<file path="src/verilog/swcfg_map.svh">
// register offsets, field positions, reset values and timing counts of the switch config bank
// Operation
// RULE1: per-channel input termination bit 0 disconnects, 1 connects that channel's termination.
// RULE2: termination bits 0-3 drive source B channels 0-3, bits 4-7 source A 0-3.
// RULE3: termination bits 8-11 drive C3..C0, bits 12-15 drive D3..D0.
// RULE4: per-channel equalization bit 0 selects low level, 1 selects high level.
// RULE5: equalization bits map to channels exactly like the termination bits.
// RULE6: 2-bit pre-emphasis for all outputs: 00 none, 01 low, 10 medium, 11 high.
// RULE7: one output termination bit: 0 all output terminations off, 1 on.
// RULE8: one output current bit: 0 lower current, 1 doubled current, all channels.
// RULE9: parallel mode loads the registers straight from the dedicated strap pins.
// RULE10: strap path acts only after reset and until the first serial register access.
// RULE11: board ties each strap pin statically high or low, never toggling it; the board model changes the straps out of reset while tamper is set.
// RULE12: parallel mode holds both input termination registers at zero.
// RULE13: parallel mode copies the equalization strap into all sixteen equalizer bits.
// RULE14: parallel mode forces side path enable to 1, side source from source straps.
// RULE15: routing registers: enable bit 6, bits 5-2 read zero, source in bits 1:0.
// RULE16: transmitter register: pre-emphasis bits 3:2, termination bit 1, current bit 0.
// RULE17: fast path enable 0 puts channels in standby, 1 makes them active.
// RULE18: source select 00 routes A, 01 B, 10 C, 11 D to the output.
// RULE19: termination master bit 0 opens all inputs, 1 defers to per-channel bits.
// RULE20: controller pulses reset low after source straps change to adopt them.
// RULE21: straps latch after reset release; ignored after the first serial access.
`ifndef SWCFG_MAP_SVH
`define SWCFG_MAP_SVH

`define SWCFG_OFS_HS_ROUTE 8'h00
`define SWCFG_OFS_AUX_ROUTE 8'h01
`define SWCFG_OFS_RX_CONFIG 8'h10
`define SWCFG_OFS_RX_TERM_AB 8'h11
`define SWCFG_OFS_RX_TERM_CD 8'h12
`define SWCFG_OFS_IN_EQ_SEL_AB 8'h13
`define SWCFG_OFS_IN_EQ_SEL_CD 8'h14
`define SWCFG_OFS_TX_CONFIG 8'h20

`define SWCFG_RST_HS_ROUTE 8'h40
`define SWCFG_RST_AUX_ROUTE 8'h40
`define SWCFG_RST_RX_CONFIG 8'h01
`define SWCFG_RST_RX_TERM 8'h00
`define SWCFG_RST_IN_EQ_SEL 8'h00
`define SWCFG_RST_TX_CONFIG 8'h03

`define SWCFG_ROUTE_EN_BIT 6
`define SWCFG_ROUTE_MASK 8'h43
`define SWCFG_RXCFG_MASK 8'h01
`define SWCFG_TXCFG_MASK 8'h0F
`define SWCFG_OUT_PREEMPH_SEL_HI 3
`define SWCFG_OUT_PREEMPH_SEL_LO 2
`define SWCFG_TX_TERM_BIT 1
`define SWCFG_TX_CURR_BIT 0

// bit positions within the strap vector
`define SWCFG_STRAP_CURR 0
`define SWCFG_STRAP_TERM 1
`define SWCFG_STRAP_PE_LO 2
`define SWCFG_STRAP_PE_HI 3
`define SWCFG_STRAP_EQ 4
`define SWCFG_STRAP_SRC_LO 5
`define SWCFG_STRAP_SRC_HI 6
`define SWCFG_STRAP_EN 7

// cycles after reset release before synchronised straps are trusted
`define SWCFG_STRAP_SETTLE 2'h3

`endif

</file>
<file path="src/verilog/swcfg_pkg.sv">
// types of the switch configuration register bank
package swcfg_pkg;

    typedef struct packed {
        logic [7:0] strapS1;
        logic [7:0] strapS2;
        logic [7:0] strapS3;
        logic [1:0] settleCnt;
        logic parallelMode;
        logic [7:0] hsRoute;
        logic [7:0] auxRoute;
        logic [7:0] rxConfig;
        logic [7:0] termAb;
        logic [7:0] termCd;
        logic [7:0] eqAb;
        logic [7:0] eqCd;
        logic [7:0] txConfig;
        logic [7:0] rdData;
        logic [3:0] termA;
        logic [3:0] termB;
        logic [3:0] termC;
        logic [3:0] termD;
        logic [3:0] eqA;
        logic [3:0] eqB;
        logic [3:0] eqC;
        logic [3:0] eqD;
        logic [1:0] preemph;
        logic outTerm;
        logic outCurrent;
        logic fastEn;
        logic [1:0] fastSrc;
        logic sideEn;
        logic [1:0] sideSrc;
    } swcfg_state_t;

endpackage : swcfg_pkg

</file>
<file path="src/verilog/swcfg_regs.sv">
// configuration register bank of the 4:1 video link switch with strap loading
`timescale 1ns/1ps
`default_nettype none
`include "swcfg_map.svh"

module swcfg_regs import swcfg_pkg::*; (
    // clock and reset
    input wire logic core_clk,
    input wire logic reset_n,
    // register access from the serial control interface
    input wire logic regWrite,
    input wire logic regRead,
    input wire logic [7:0] regAddr,
    input wire logic [7:0] regWrData,
    output logic [7:0] regRdData,
    // strap pins, static levels
    input wire logic strap_switch_enable,
    input wire logic [1:0] strap_source_sel,
    input wire logic strap_eq_level,
    input wire logic [1:0] strap_preemph_level,
    input wire logic strap_out_term,
    input wire logic strap_out_current,
    // per-channel input controls, index is channel number
    output logic [3:0] inTermA,
    output logic [3:0] inTermB,
    output logic [3:0] inTermC,
    output logic [3:0] inTermD,
    output logic [3:0] inEqA,
    output logic [3:0] inEqB,
    output logic [3:0] inEqC,
    output logic [3:0] inEqD,
    // output stage controls
    output logic [1:0] out_preemph_sel,
    output logic out_term_sel,
    output logic out_current_sel,
    // routing
    output logic fast_path_enable,
    output logic [1:0] fast_path_source,
    output logic side_path_enable,
    output logic [1:0] side_path_source,
    // status
    output logic parallelMode
);

    // C and D channels sit in reverse order within their nibble
    function automatic logic [3:0] swcfgReverse(input logic [3:0] v);
        swcfgReverse = {v[0], v[1], v[2], v[3]};
    endfunction : swcfgReverse

    logic rstSync1_q;
    logic rstSync2_q;
    logic [7:0] strapPins;
    logic strapLoad;
    logic access;
    swcfg_state_t st_q;
    swcfg_state_t st_d;

    always_ff @(posedge core_clk or negedge reset_n) begin
        if (!reset_n) begin
            rstSync1_q <= 1'b0;
            rstSync2_q <= 1'b0;
        end else begin
            rstSync1_q <= 1'b1;
            rstSync2_q <= rstSync1_q;
        end
    end

    assign strapPins = {strap_switch_enable, strap_source_sel, strap_eq_level,
                        strap_preemph_level, strap_out_term, strap_out_current};
    assign access = regWrite | regRead;

    always_comb begin
        st_d = st_q;
        st_d.strapS1 = strapPins;
        st_d.strapS2 = st_q.strapS1;
        st_d.strapS3 = st_q.strapS2;
        if (st_q.settleCnt != `SWCFG_STRAP_SETTLE) begin
            st_d.settleCnt = st_q.settleCnt + 2'h1;
        end
        // straps taken once settled, second and third stage agreeing
        strapLoad = st_q.parallelMode && !access && (st_q.settleCnt == `SWCFG_STRAP_SETTLE)
                    && (st_q.strapS2 == st_q.strapS3); // RULE21
        if (strapLoad) begin // RULE9 RULE10
            st_d.hsRoute = {1'b0, st_q.strapS3[`SWCFG_STRAP_EN], 4'h0,
                            st_q.strapS3[`SWCFG_STRAP_SRC_HI:`SWCFG_STRAP_SRC_LO]};
            st_d.auxRoute = {1'b0, 1'b1, 4'h0,
                             st_q.strapS3[`SWCFG_STRAP_SRC_HI:`SWCFG_STRAP_SRC_LO]}; // RULE14
            st_d.rxConfig = `SWCFG_RST_RX_CONFIG;
            st_d.termAb = 8'h00; // RULE12
            st_d.termCd = 8'h00; // RULE12
            st_d.eqAb = {8{st_q.strapS3[`SWCFG_STRAP_EQ]}}; // RULE13
            st_d.eqCd = {8{st_q.strapS3[`SWCFG_STRAP_EQ]}}; // RULE13
            st_d.txConfig = {4'h0, st_q.strapS3[`SWCFG_STRAP_PE_HI:`SWCFG_STRAP_PE_LO],
                             st_q.strapS3[`SWCFG_STRAP_TERM], st_q.strapS3[`SWCFG_STRAP_CURR]};
        end
        if (access) begin
            st_d.parallelMode = 1'b0; // RULE10 RULE21
        end
        if (regWrite) begin
            unique case (regAddr)
                `SWCFG_OFS_HS_ROUTE: st_d.hsRoute = regWrData & `SWCFG_ROUTE_MASK; // RULE15
                `SWCFG_OFS_AUX_ROUTE: st_d.auxRoute = regWrData & `SWCFG_ROUTE_MASK; // RULE15
                `SWCFG_OFS_RX_CONFIG: st_d.rxConfig = regWrData & `SWCFG_RXCFG_MASK;
                `SWCFG_OFS_RX_TERM_AB: st_d.termAb = regWrData;
                `SWCFG_OFS_RX_TERM_CD: st_d.termCd = regWrData;
                `SWCFG_OFS_IN_EQ_SEL_AB: st_d.eqAb = regWrData;
                `SWCFG_OFS_IN_EQ_SEL_CD: st_d.eqCd = regWrData;
                `SWCFG_OFS_TX_CONFIG: st_d.txConfig = regWrData & `SWCFG_TXCFG_MASK; // RULE16
                default: st_d.hsRoute = st_q.hsRoute;
            endcase
        end
        if (regRead) begin
            unique case (regAddr)
                `SWCFG_OFS_HS_ROUTE: st_d.rdData = st_q.hsRoute;
                `SWCFG_OFS_AUX_ROUTE: st_d.rdData = st_q.auxRoute;
                `SWCFG_OFS_RX_CONFIG: st_d.rdData = st_q.rxConfig;
                `SWCFG_OFS_RX_TERM_AB: st_d.rdData = st_q.termAb;
                `SWCFG_OFS_RX_TERM_CD: st_d.rdData = st_q.termCd;
                `SWCFG_OFS_IN_EQ_SEL_AB: st_d.rdData = st_q.eqAb;
                `SWCFG_OFS_IN_EQ_SEL_CD: st_d.rdData = st_q.eqCd;
                `SWCFG_OFS_TX_CONFIG: st_d.rdData = st_q.txConfig;
                default: st_d.rdData = 8'h00;
            endcase
        end
        // per-channel decode; master bit gates every input termination
        st_d.termB = st_q.rxConfig[0] ? st_q.termAb[3:0] : 4'h0; // RULE1 RULE2 RULE19
        st_d.termA = st_q.rxConfig[0] ? st_q.termAb[7:4] : 4'h0; // RULE2 RULE19
        st_d.termC = st_q.rxConfig[0] ? swcfgReverse(st_q.termCd[3:0]) : 4'h0; // RULE3
        st_d.termD = st_q.rxConfig[0] ? swcfgReverse(st_q.termCd[7:4]) : 4'h0; // RULE3
        st_d.eqB = st_q.eqAb[3:0]; // RULE4 RULE5
        st_d.eqA = st_q.eqAb[7:4]; // RULE5
        st_d.eqC = swcfgReverse(st_q.eqCd[3:0]); // RULE5
        st_d.eqD = swcfgReverse(st_q.eqCd[7:4]); // RULE5
        st_d.preemph = st_q.txConfig[`SWCFG_OUT_PREEMPH_SEL_HI:`SWCFG_OUT_PREEMPH_SEL_LO]; // RULE6
        st_d.outTerm = st_q.txConfig[`SWCFG_TX_TERM_BIT]; // RULE7
        st_d.outCurrent = st_q.txConfig[`SWCFG_TX_CURR_BIT]; // RULE8
        st_d.fastEn = st_q.hsRoute[`SWCFG_ROUTE_EN_BIT]; // RULE17
        st_d.fastSrc = st_q.hsRoute[1:0]; // RULE18
        st_d.sideEn = st_q.auxRoute[`SWCFG_ROUTE_EN_BIT];
        st_d.sideSrc = st_q.auxRoute[1:0]; // RULE18
    end

    always_ff @(posedge core_clk or negedge rstSync2_q) begin
        if (!rstSync2_q) begin
            st_q <= '0;
            st_q.parallelMode <= 1'b1;
            st_q.hsRoute <= `SWCFG_RST_HS_ROUTE;
            st_q.auxRoute <= `SWCFG_RST_AUX_ROUTE;
            st_q.rxConfig <= `SWCFG_RST_RX_CONFIG;
            st_q.termAb <= `SWCFG_RST_RX_TERM;
            st_q.termCd <= `SWCFG_RST_RX_TERM;
            st_q.eqAb <= `SWCFG_RST_IN_EQ_SEL;
            st_q.eqCd <= `SWCFG_RST_IN_EQ_SEL;
            st_q.txConfig <= `SWCFG_RST_TX_CONFIG;
        end else begin
            st_q <= st_d;
        end
    end

    assign regRdData = st_q.rdData;
    assign inTermA = st_q.termA;
    assign inTermB = st_q.termB;
    assign inTermC = st_q.termC;
    assign inTermD = st_q.termD;
    assign inEqA = st_q.eqA;
    assign inEqB = st_q.eqB;
    assign inEqC = st_q.eqC;
    assign inEqD = st_q.eqD;
    assign out_preemph_sel = st_q.preemph;
    assign out_term_sel = st_q.outTerm;
    assign out_current_sel = st_q.outCurrent;
    assign fast_path_enable = st_q.fastEn;
    assign fast_path_source = st_q.fastSrc;
    assign side_path_enable = st_q.sideEn;
    assign side_path_source = st_q.sideSrc;
    assign parallelMode = st_q.parallelMode;

endmodule : swcfg_regs
`default_nettype wire

</file>
<file path="config.mk">
export PLATFORM = sky130hd
export DESIGN_NAME = swcfg_regs
export DESIGN_NICKNAME = d
export VERILOG_FILES = /design/src/verilog/swcfg_pkg.sv /design/src/verilog/swcfg_regs.sv
export VERILOG_INCLUDE_DIRS = /design/src /design/src/verilog
export SDC_FILE = /design/constraint.sdc
export NUM_CORES = 1
export LEC_CHECK = 0
export ABC_CLOCK_PERIOD_IN_PS = 8150
export BUFFER_PORTS_ARGS = -buffer_cell sky130_fd_sc_hd__buf_2
export CORE_MARGIN = 2
export CORE_UTILIZATION = 50
export CTS_CLUSTER_DIAMETER = 100
export DETAILED_ROUTE_END_ITERATION = 8
export PLACE_DENSITY = 0.74
export SYNTH_ARGS = -nofsm -noshare
export SYNTH_HDL_FRONTEND = slang
export SYNTH_SLANG_ARGS = --single-unit
</file>
<file path="constraint.sdc">
create_clock -name core_clk -period 8.15 [get_ports core_clk]
set_input_delay 0.815 -clock core_clk [delete_from_list [all_inputs] [get_ports core_clk]]
set_output_delay 0.815 -clock core_clk [all_outputs]
set_load 0.01 [all_outputs]
</file>
; Word level (Yosys, flattened, before mapping)
; Cells that the tools add are included.
[classes]
muxes = 15
n_addsub = 1
bitwise = 1
eq_ne = 11
n_reduce_logical = 6
[ops]
columns = cell, count
row1 = $mux W64, 2
row2 = $pmux W8 S8, 1
row3 = $mux W8, 7
row4 = $eq A8 B5 Y1 const B, 5
row5 = $mux W4, 4
row6 = $pmux W8 S2, 1
row7 = $eq A8 B1 Y1 const B, 1
row8 = $eq A8 B6 Y1 const B, 1
row9 = $eq A8 B8 Y1, 1
row10 = $logic_not A8 Y1, 1
row11 = $reduce_or A7 Y1, 1
row12 = $logic_and A1 B1 Y1, 3
row13 = $ne A3 B2 Y1 const B, 1
row14 = $add A2 B1 Y2 const B, 1
row15 = $eq A2 B2 Y1 const B, 1
row16 = $ne A2 B2 Y1 const B, 1
row17 = $logic_not A1 Y1, 1
row18 = $or A1 B1 Y1, 1
[word_totals]
regBits = 143
input_bits = 28
out_inout_bits = 51
word_cells = 65

; Depth between registers and ports, before layout
; Gate-level depths: netlist of run 1.
[logic_depth]
word_depth = 8
mapped_depth = 8
mapped_depth_nobuf = 5

; Worst setup path before layout of run 1
; OpenSTA, ideal clock, no wires.
[synth_path]
path_type = input port to flip-flop
from = in regAddr[0]
to = reg st_q[56] (netlist name)
arrival_time_ns = 2.042
setup_slack_ns = 5.988
n_path_buf = 3
required_time_ns = 8.030
path_stages = 7
setup_ns = 0.120
path_cell_list = buf_2 -> nor4_4 -> and3_1 -> buf_4 -> nand2_1 -> buf_2 -> and3b_1
[synth_lines]
columns = element, line_no
row1 = from (decl), swcfg_regs.sv:13  ; input wire logic [7:0] regAddr,
row2 = to (signal assigned), swcfg_regs.sv:156  ; st_q <= st_d;
row3 = to (decl), swcfg_regs.sv:55  ; swcfg_state_t st_q;

==> results of run 1 <==
==> synthesized netlist by cell type, drive strengths merged (5+ instances only) <==
| master | count |
|---|---|
| dfrtp | 137 |
| buf | 67 |
| nand2 | 42 |
| and2 | 34 |
| mux2i | 31 |
| nor2 | 24 |
| a21oi | 22 |
| o21ai | 22 |
| inv | 21 |
| a211oi | 9 |
| xnor2 | 9 |
| nand3b | 8 |
| o22ai | 8 |
| o31ai | 7 |
| clkbuf | 6 |
| dfstp | 6 |
| nand3 | 6 |
| a22oi | 5 |
| mux2 | 5 |
| nor2b | 5 |
| o2bb2ai | 5 |
==> power by group through the flow <==
stage	Clock [mW]	Sequential, mW	Combinational (mW)
6_report	0.806	0.774	0.0852
4_1_cts	0.816	0.774	0.0855
3_5_place_dp	0	0.786	0.0847
5_1_grt	0.846	0.779	0.0934
3_3_place_gp	0	0.785	0.0822
2_1_floorplan	0	0.780	0.0616
==> layer usage <==
layer  vias to the layer above  track usage  share of wire
met5                         -            0              0
met4                         0       0.0943          0.028
met3                        26       0.0579          0.056
met2                       133        0.325           0.48
met1                      1900        0.280           0.44
li1                       1782            -              -
==> metrics by stage <==
stage	utilization	power (mW)
after global routing	0.567	1.72
after global placement	0.515	0.867
after detailed placement	0.515	0.871
after CTS	0.567	1.68
after floorplan	-	0.841
final	0.567	1.67
==> cell type report <==
cell class / count / area share
clock buffer: 22 / 0.0673
clock inverter: 10 / 0.0241
inverter: 21 / 0.0117
multi-input combinational: 282 / 0.278
sequential: 143 / 0.532
tap: 147 / 0.0272
timing repair buffer: 80 / 0.0600
==> state kept, by name, summed over array words and instances, names as in the netlist, 2 cells and up <==
signal,flops
inEqD,4
fast_path_source,2
inEqC,4
inTermB,4
regRdData,8
inTermD,4
side_path_source,2
st_d,42
inTermC,4
out_preemph_sel,2
inTermA,4
st_q,48
inEqB,4
inEqA,4
==> final timing paths <==
kind,startpoint,depth (start not counted),end,slack [ns]
worst min register to register,st_d[130],0,st_d[122],0.35
worst max register to register,st_q[121],6,st_d[10],5.49
worst min-delay path,reset_n,1,rstSync2_q,0.17
min in group core_clk,st_d[130],0,st_d[122],0.35
max in group asynchronous,rstSync2_q,1,st_q[81],6.32
worst max-delay path,st_q[121],6,st_d[10],5.49
==> cells by family after synthesis <==
group / synth area share
other cells: 0.000620
xor+xnor: 0.0130
fa+ha+maj: 0.00207
flops: 0.593
buf+inv: 0.0962
compound gates: 0.101
mux: 0.0606
simple gates: 0.133
==> critical path, delay by kind of cell, from the launching register on <==
kind,cells,cell delay [ns]
multiplexers,1,0.26
AND/OR/NAND/NOR,2,0.68
XOR/XNOR,1,0.19
buffers and inverters,1,0.52
flip-flops,1,0.69
AO/OA/AOI/OAI,1,0.11
==> qor.yml, run 1 <==
outcome:
  status: "completed"
synthesis:
  synth_top_area_share: 0.567
  yosys_warnings: 0
  synth_area_leaders: "dfrtp_1 (57%), buf_4 (6.3%), mux2i_1 (5.1%)"
  syn_area_per_cell_sq_um: 11.6
  synthArstFlopShare: 1.00
  ys_ff_latch: 143
  synth_cell_types: 52
  synthFlopType: "dfrtp_1"
  yosys.area.top_type: "dfrtp_1"
  synth-edff-count: 0
  syn_inst: 519
  syn_nets: 548
  syn-cell-area_sq_um: 6050
  seq_area_frac_synth: 0.593
clock_tree:
  cts_setup_buffers: 0
  cts_hold_repair.buffers: 0
  cts.sinks: 143
  clock_latency_ns: 0.42
  cts_root_buf: "clkbuf_16"
  cts.path.max_buffers: 2
  cts_resized: 0
  clk_pin_slew_worst_paths_ns: 0.06
  cts_htree_levels: 4
  numCtsBuffers: 17
  cts_tree: "done"
place:
  hpwl_um: 8860
  pre_cts_slack_ns: 5.14
  postPlaceCellArea_sq_um: 6140
  place_inst: 673
  gp_congestion: 0.909
  numPortBuffers: 78
timing:
  timing.hold.ws_ns: 0.172
  grt_setup_unrepaired: "no"
  tightest_slew_ns: 0.920
  slew_headroom: 0.387
  hold_violations: 0
  post-route-period-util: 0.326
  setup_slack_ns: 5.49
  skew_ns: 0.00954
  fmax_ghz: 0.376
  min_period_ns: 2.66
  setup_tns_ns: 0
  setup_viol: 0
  slew_violations: 0
route:
  dr.pass1.iters: 5
  drt-total-wl_um: 12800
  vias_per_cell: 5.45
  vias: 3841
  first_iter_violations: 360
  drc: 0
  routedWlPerCell_um: 18.2
  postRouteAntennaNets: 0
setup_path:
  arrival_ns: 2.91
  crit_path_max_fanout: 41
  slowest_delay_ns: 0.69
  slowest_stage: "dfrtp_1"
  worstPathCellList: "xnor2_1, nand4_1, nor3_4, buf_4, mux2i_1, a21oi_1"
  cp.required_ns: 8.40
  end_kind: "flop"
  worstSetupPathType: "reg2reg"
  start_kind: "flop"
floorplanning:
  io_pins: 79
  std_cell_rows: 40
  die_y_um: 114
  initial_core_util: 0.508
  die_area_sq_um: 13000
  fp.dieW_um: 114
  core_sq_um: 11900
global_route:
  grt.total_usage: 0.210
  grt_pass1_vias: 3813
  grt.overflow.total: 0
  grt_first_pass_wirelength_um: 20400
  grt_max_degree: 79
  antenna_found_initial: 0
layout:
  fin_area_sq_um: 6750
  fillers: 1004
  final_cells: 705
  syn_to_final_growth_pct: 11.7
  final_common_cell: "dfrtp_1"
  layout.nets: 574
  multi_input_area_sq_um: 1880
  layout_common_cells: "dfrtp_1 (136), buf_2 (78), nand2_1 (42)"
  regArea_sq_um: 3590
  antenna_cells: 0
  final_layout_size_suffix_gt1_frac: 0.235
flow_run:
  maxCapViolCount: 0
hold_path:
  hold_path_class: "in2async"
power_and_ir_drop:
  internal-power_mw: 1.30
  seqPwrFrac: 0.465
  power_leakage_nw: 3.16
  max-vdd-ir-drop_uv: 172
  swShare: 0.220
  power_switching_uw: 367
  power_density_nw_per_um2: 247
  power_frac_clock: 0.484
  comb_power_share: 0.051
No activity file was read; power rests on OpenSTA's default activity.
==> inputs of run 2 (changes only) <==
--- a/config.mk
+++ b/config.mk
@@ -6,13 +6,13 @@
 export SDC_FILE = /design/constraint.sdc
 export NUM_CORES = 1
 export LEC_CHECK = 0
-export ABC_CLOCK_PERIOD_IN_PS = 8150
+export ABC_CLOCK_PERIOD_IN_PS = 2200
 export BUFFER_PORTS_ARGS = -buffer_cell sky130_fd_sc_hd__buf_2
 export CORE_MARGIN = 2
 export CORE_UTILIZATION = 50
 export CTS_CLUSTER_DIAMETER = 100
 export DETAILED_ROUTE_END_ITERATION = 8
-export PLACE_DENSITY = 0.74
+export PLACE_DENSITY = 0.76
 export SYNTH_ARGS = -nofsm -noshare
 export SYNTH_HDL_FRONTEND = slang
 export SYNTH_SLANG_ARGS = --single-unit
==> constraint.sdc (replaced) <==
create_clock -name core_clk -period 2.2 [get_ports core_clk]
set_input_delay 0.22 -clock core_clk [delete_from_list [all_inputs] [get_ports core_clk]]
set_output_delay 0.22 -clock core_clk [all_outputs]
set_load 0.01 [all_outputs]
==> qor.yml, run 2 (same netlist as run 1, synthesis figures left out) <==
outcome:
  status: "completed"
timing:
  grt_setup_unrepaired: "no"
  timing.hold.ws_ns: 0.0953
  setup_slack_ns: 0.197
  min_period_ns: 2.00
  slew_violations: 0
  tightest_slew_ns: 0.761
  post-route-period-util: 0.910
  setup_tns_ns: 0
  slew_headroom: 0.493
  fmax_ghz: 0.499
  setup_viol: 0
  skew_ns: 0.00768
  hold_violations: 0
global_route:
  grt.total_usage: 0.218
  antenna_found_initial: 0
  grt_first_pass_wirelength_um: 21000
  grt.overflow.total: 0
  grt_pass1_vias: 3850
  grt_max_degree: 80
flow_run:
  maxCapViolCount: 0
layout:
  antenna_cells: 0
  final_core_util: 0.584
  fillers: 985
  max_flop_register: "st_q"
  largest_reg_flops: 48
  final_layout_size_suffix_gt1_frac: 0.249
  final_common_cell: "dfrtp_1"
  syn_to_final_growth_pct: 15.0
  layout_common_cells: "dfrtp_1 (136), buf_2 (78), nand2_1 (42)"
  layout.nets: 596
hold_path:
  hold_path_class: "in2reg"
floorplanning:
  std_cell_rows: 40
  io_pins: 79
  core_sq_um: 11900
  fp.dieW_um: 114
  initial_core_util: 0.508
  die_area_sq_um: 13000
  die_y_um: 114
setup_path:
  worstSetupPathType: "reg2reg"
  crit_path_max_fanout: 51
  start_kind: "flop"
  arrival_ns: 2.31
  cp.required_ns: 2.51
  r2r_slack_ns: 0.20
  end_kind: "flop"
clock_tree:
  cts_tree: "done"
  clk_pin_slew_worst_paths_ns: 0.06
  cts_resized: 0
  cts_htree_levels: 4
  cts_root_buf: "clkbuf_16"
  cts.path.max_buffers: 2
  clock_latency_ns: 0.42
  cts.sinks: 143
  numCtsBuffers: 17
route:
  routedWlPerCell_um: 18.1
  first_iter_violations: 248
  drt-total-wl_um: 13100
  postRouteAntennaNets: 0
  vias_per_cell: 5.38
  vias: 3904
  dr.pass1.iters: 4
  drc: 0
place:
  hpwl_um: 9350
  numPortBuffers: 78
  pre_cts_slack_ns: 0.195
  gp_congestion: 0.966
power_and_ir_drop:
  power_density_nw_per_um2: 876
  power_leakage_nw: 3.27
  max-vdd-ir-drop_uv: 794
==> run 2: timing repair <==
item / 4_1_cts / 5_1_grt
hold buffers: 9 / 0
buffers inserted: 0 / 0
hold endpoints to repair: 10 / 0
==> run 2: metrics by stage <==
step | power, mW | cell area, sq um | std cells
2_1_floorplan | 3.12 | 6050 | 519
3_3_place_gp | 3.23 | 6260 | 686
3_5_place_dp | 3.24 | 6260 | 686
4_1_cts | 6.14 | 6950 | 725
5_1_grt | 6.31 | 6950 | 725
6_report | 6.09 | 6950 | 725
==> run 2: routing by layer <==
metal / GRT usage / vias up / share of wire / wire length (um)
li1: - / 1823 / - / -
met1: 0.288 / 1910 / 0.45 / 5840
met2: 0.333 / 137 / 0.47 / 6100
met3: 0.0664 / 34 / 0.052 / 678
met4: 0.103 / 0 / 0.036 / 466
met5: 0 / - / 0 / 0
==> run 2: cell type report <==
class	instances	area, sq um	area share
clock buffers	26	529	0.0761
flip-flops and latches	143	3590	0.516
well taps	147	184	0.0265
inverters	21	78.8	0.0113
repair buffers	102	618	0.0889
clock inverters	4	73.8	0.0106
multi-input cells	282	1880	0.270
==> run 2: worst max-delay path, stage by stage (launching register included) <==
cell and delay [ns]:
dfstp_2 0.52, nor3b_1 0.29, nand4_1 0.21, nor3_4 0.18
buf_12 0.29, nor2b_1 0.18, and2_1 0.20
==> run 2: final timing paths <==
check	end	cells past startpoint	from
setup / recovery	st_q[93]	6	parallelMode
hold / removal	st_q[81]	3	regWrData[7]
setup reg to reg	st_q[93]	6	parallelMode
hold reg to reg	st_d[11]	1	rstSync2_q
max in group asynchronous	regRdData[7]	1	rstSync2_q
min in group asynchronous	rstSync1_q	2	reset_n
==> run 2: where the power goes <==
group | switching (mW) | internal, mW
logic | 0.217 | 0.145
registers | 0.0845 | 2.76
clock network | 1.02 | 1.87
total | 1.32 | 4.77
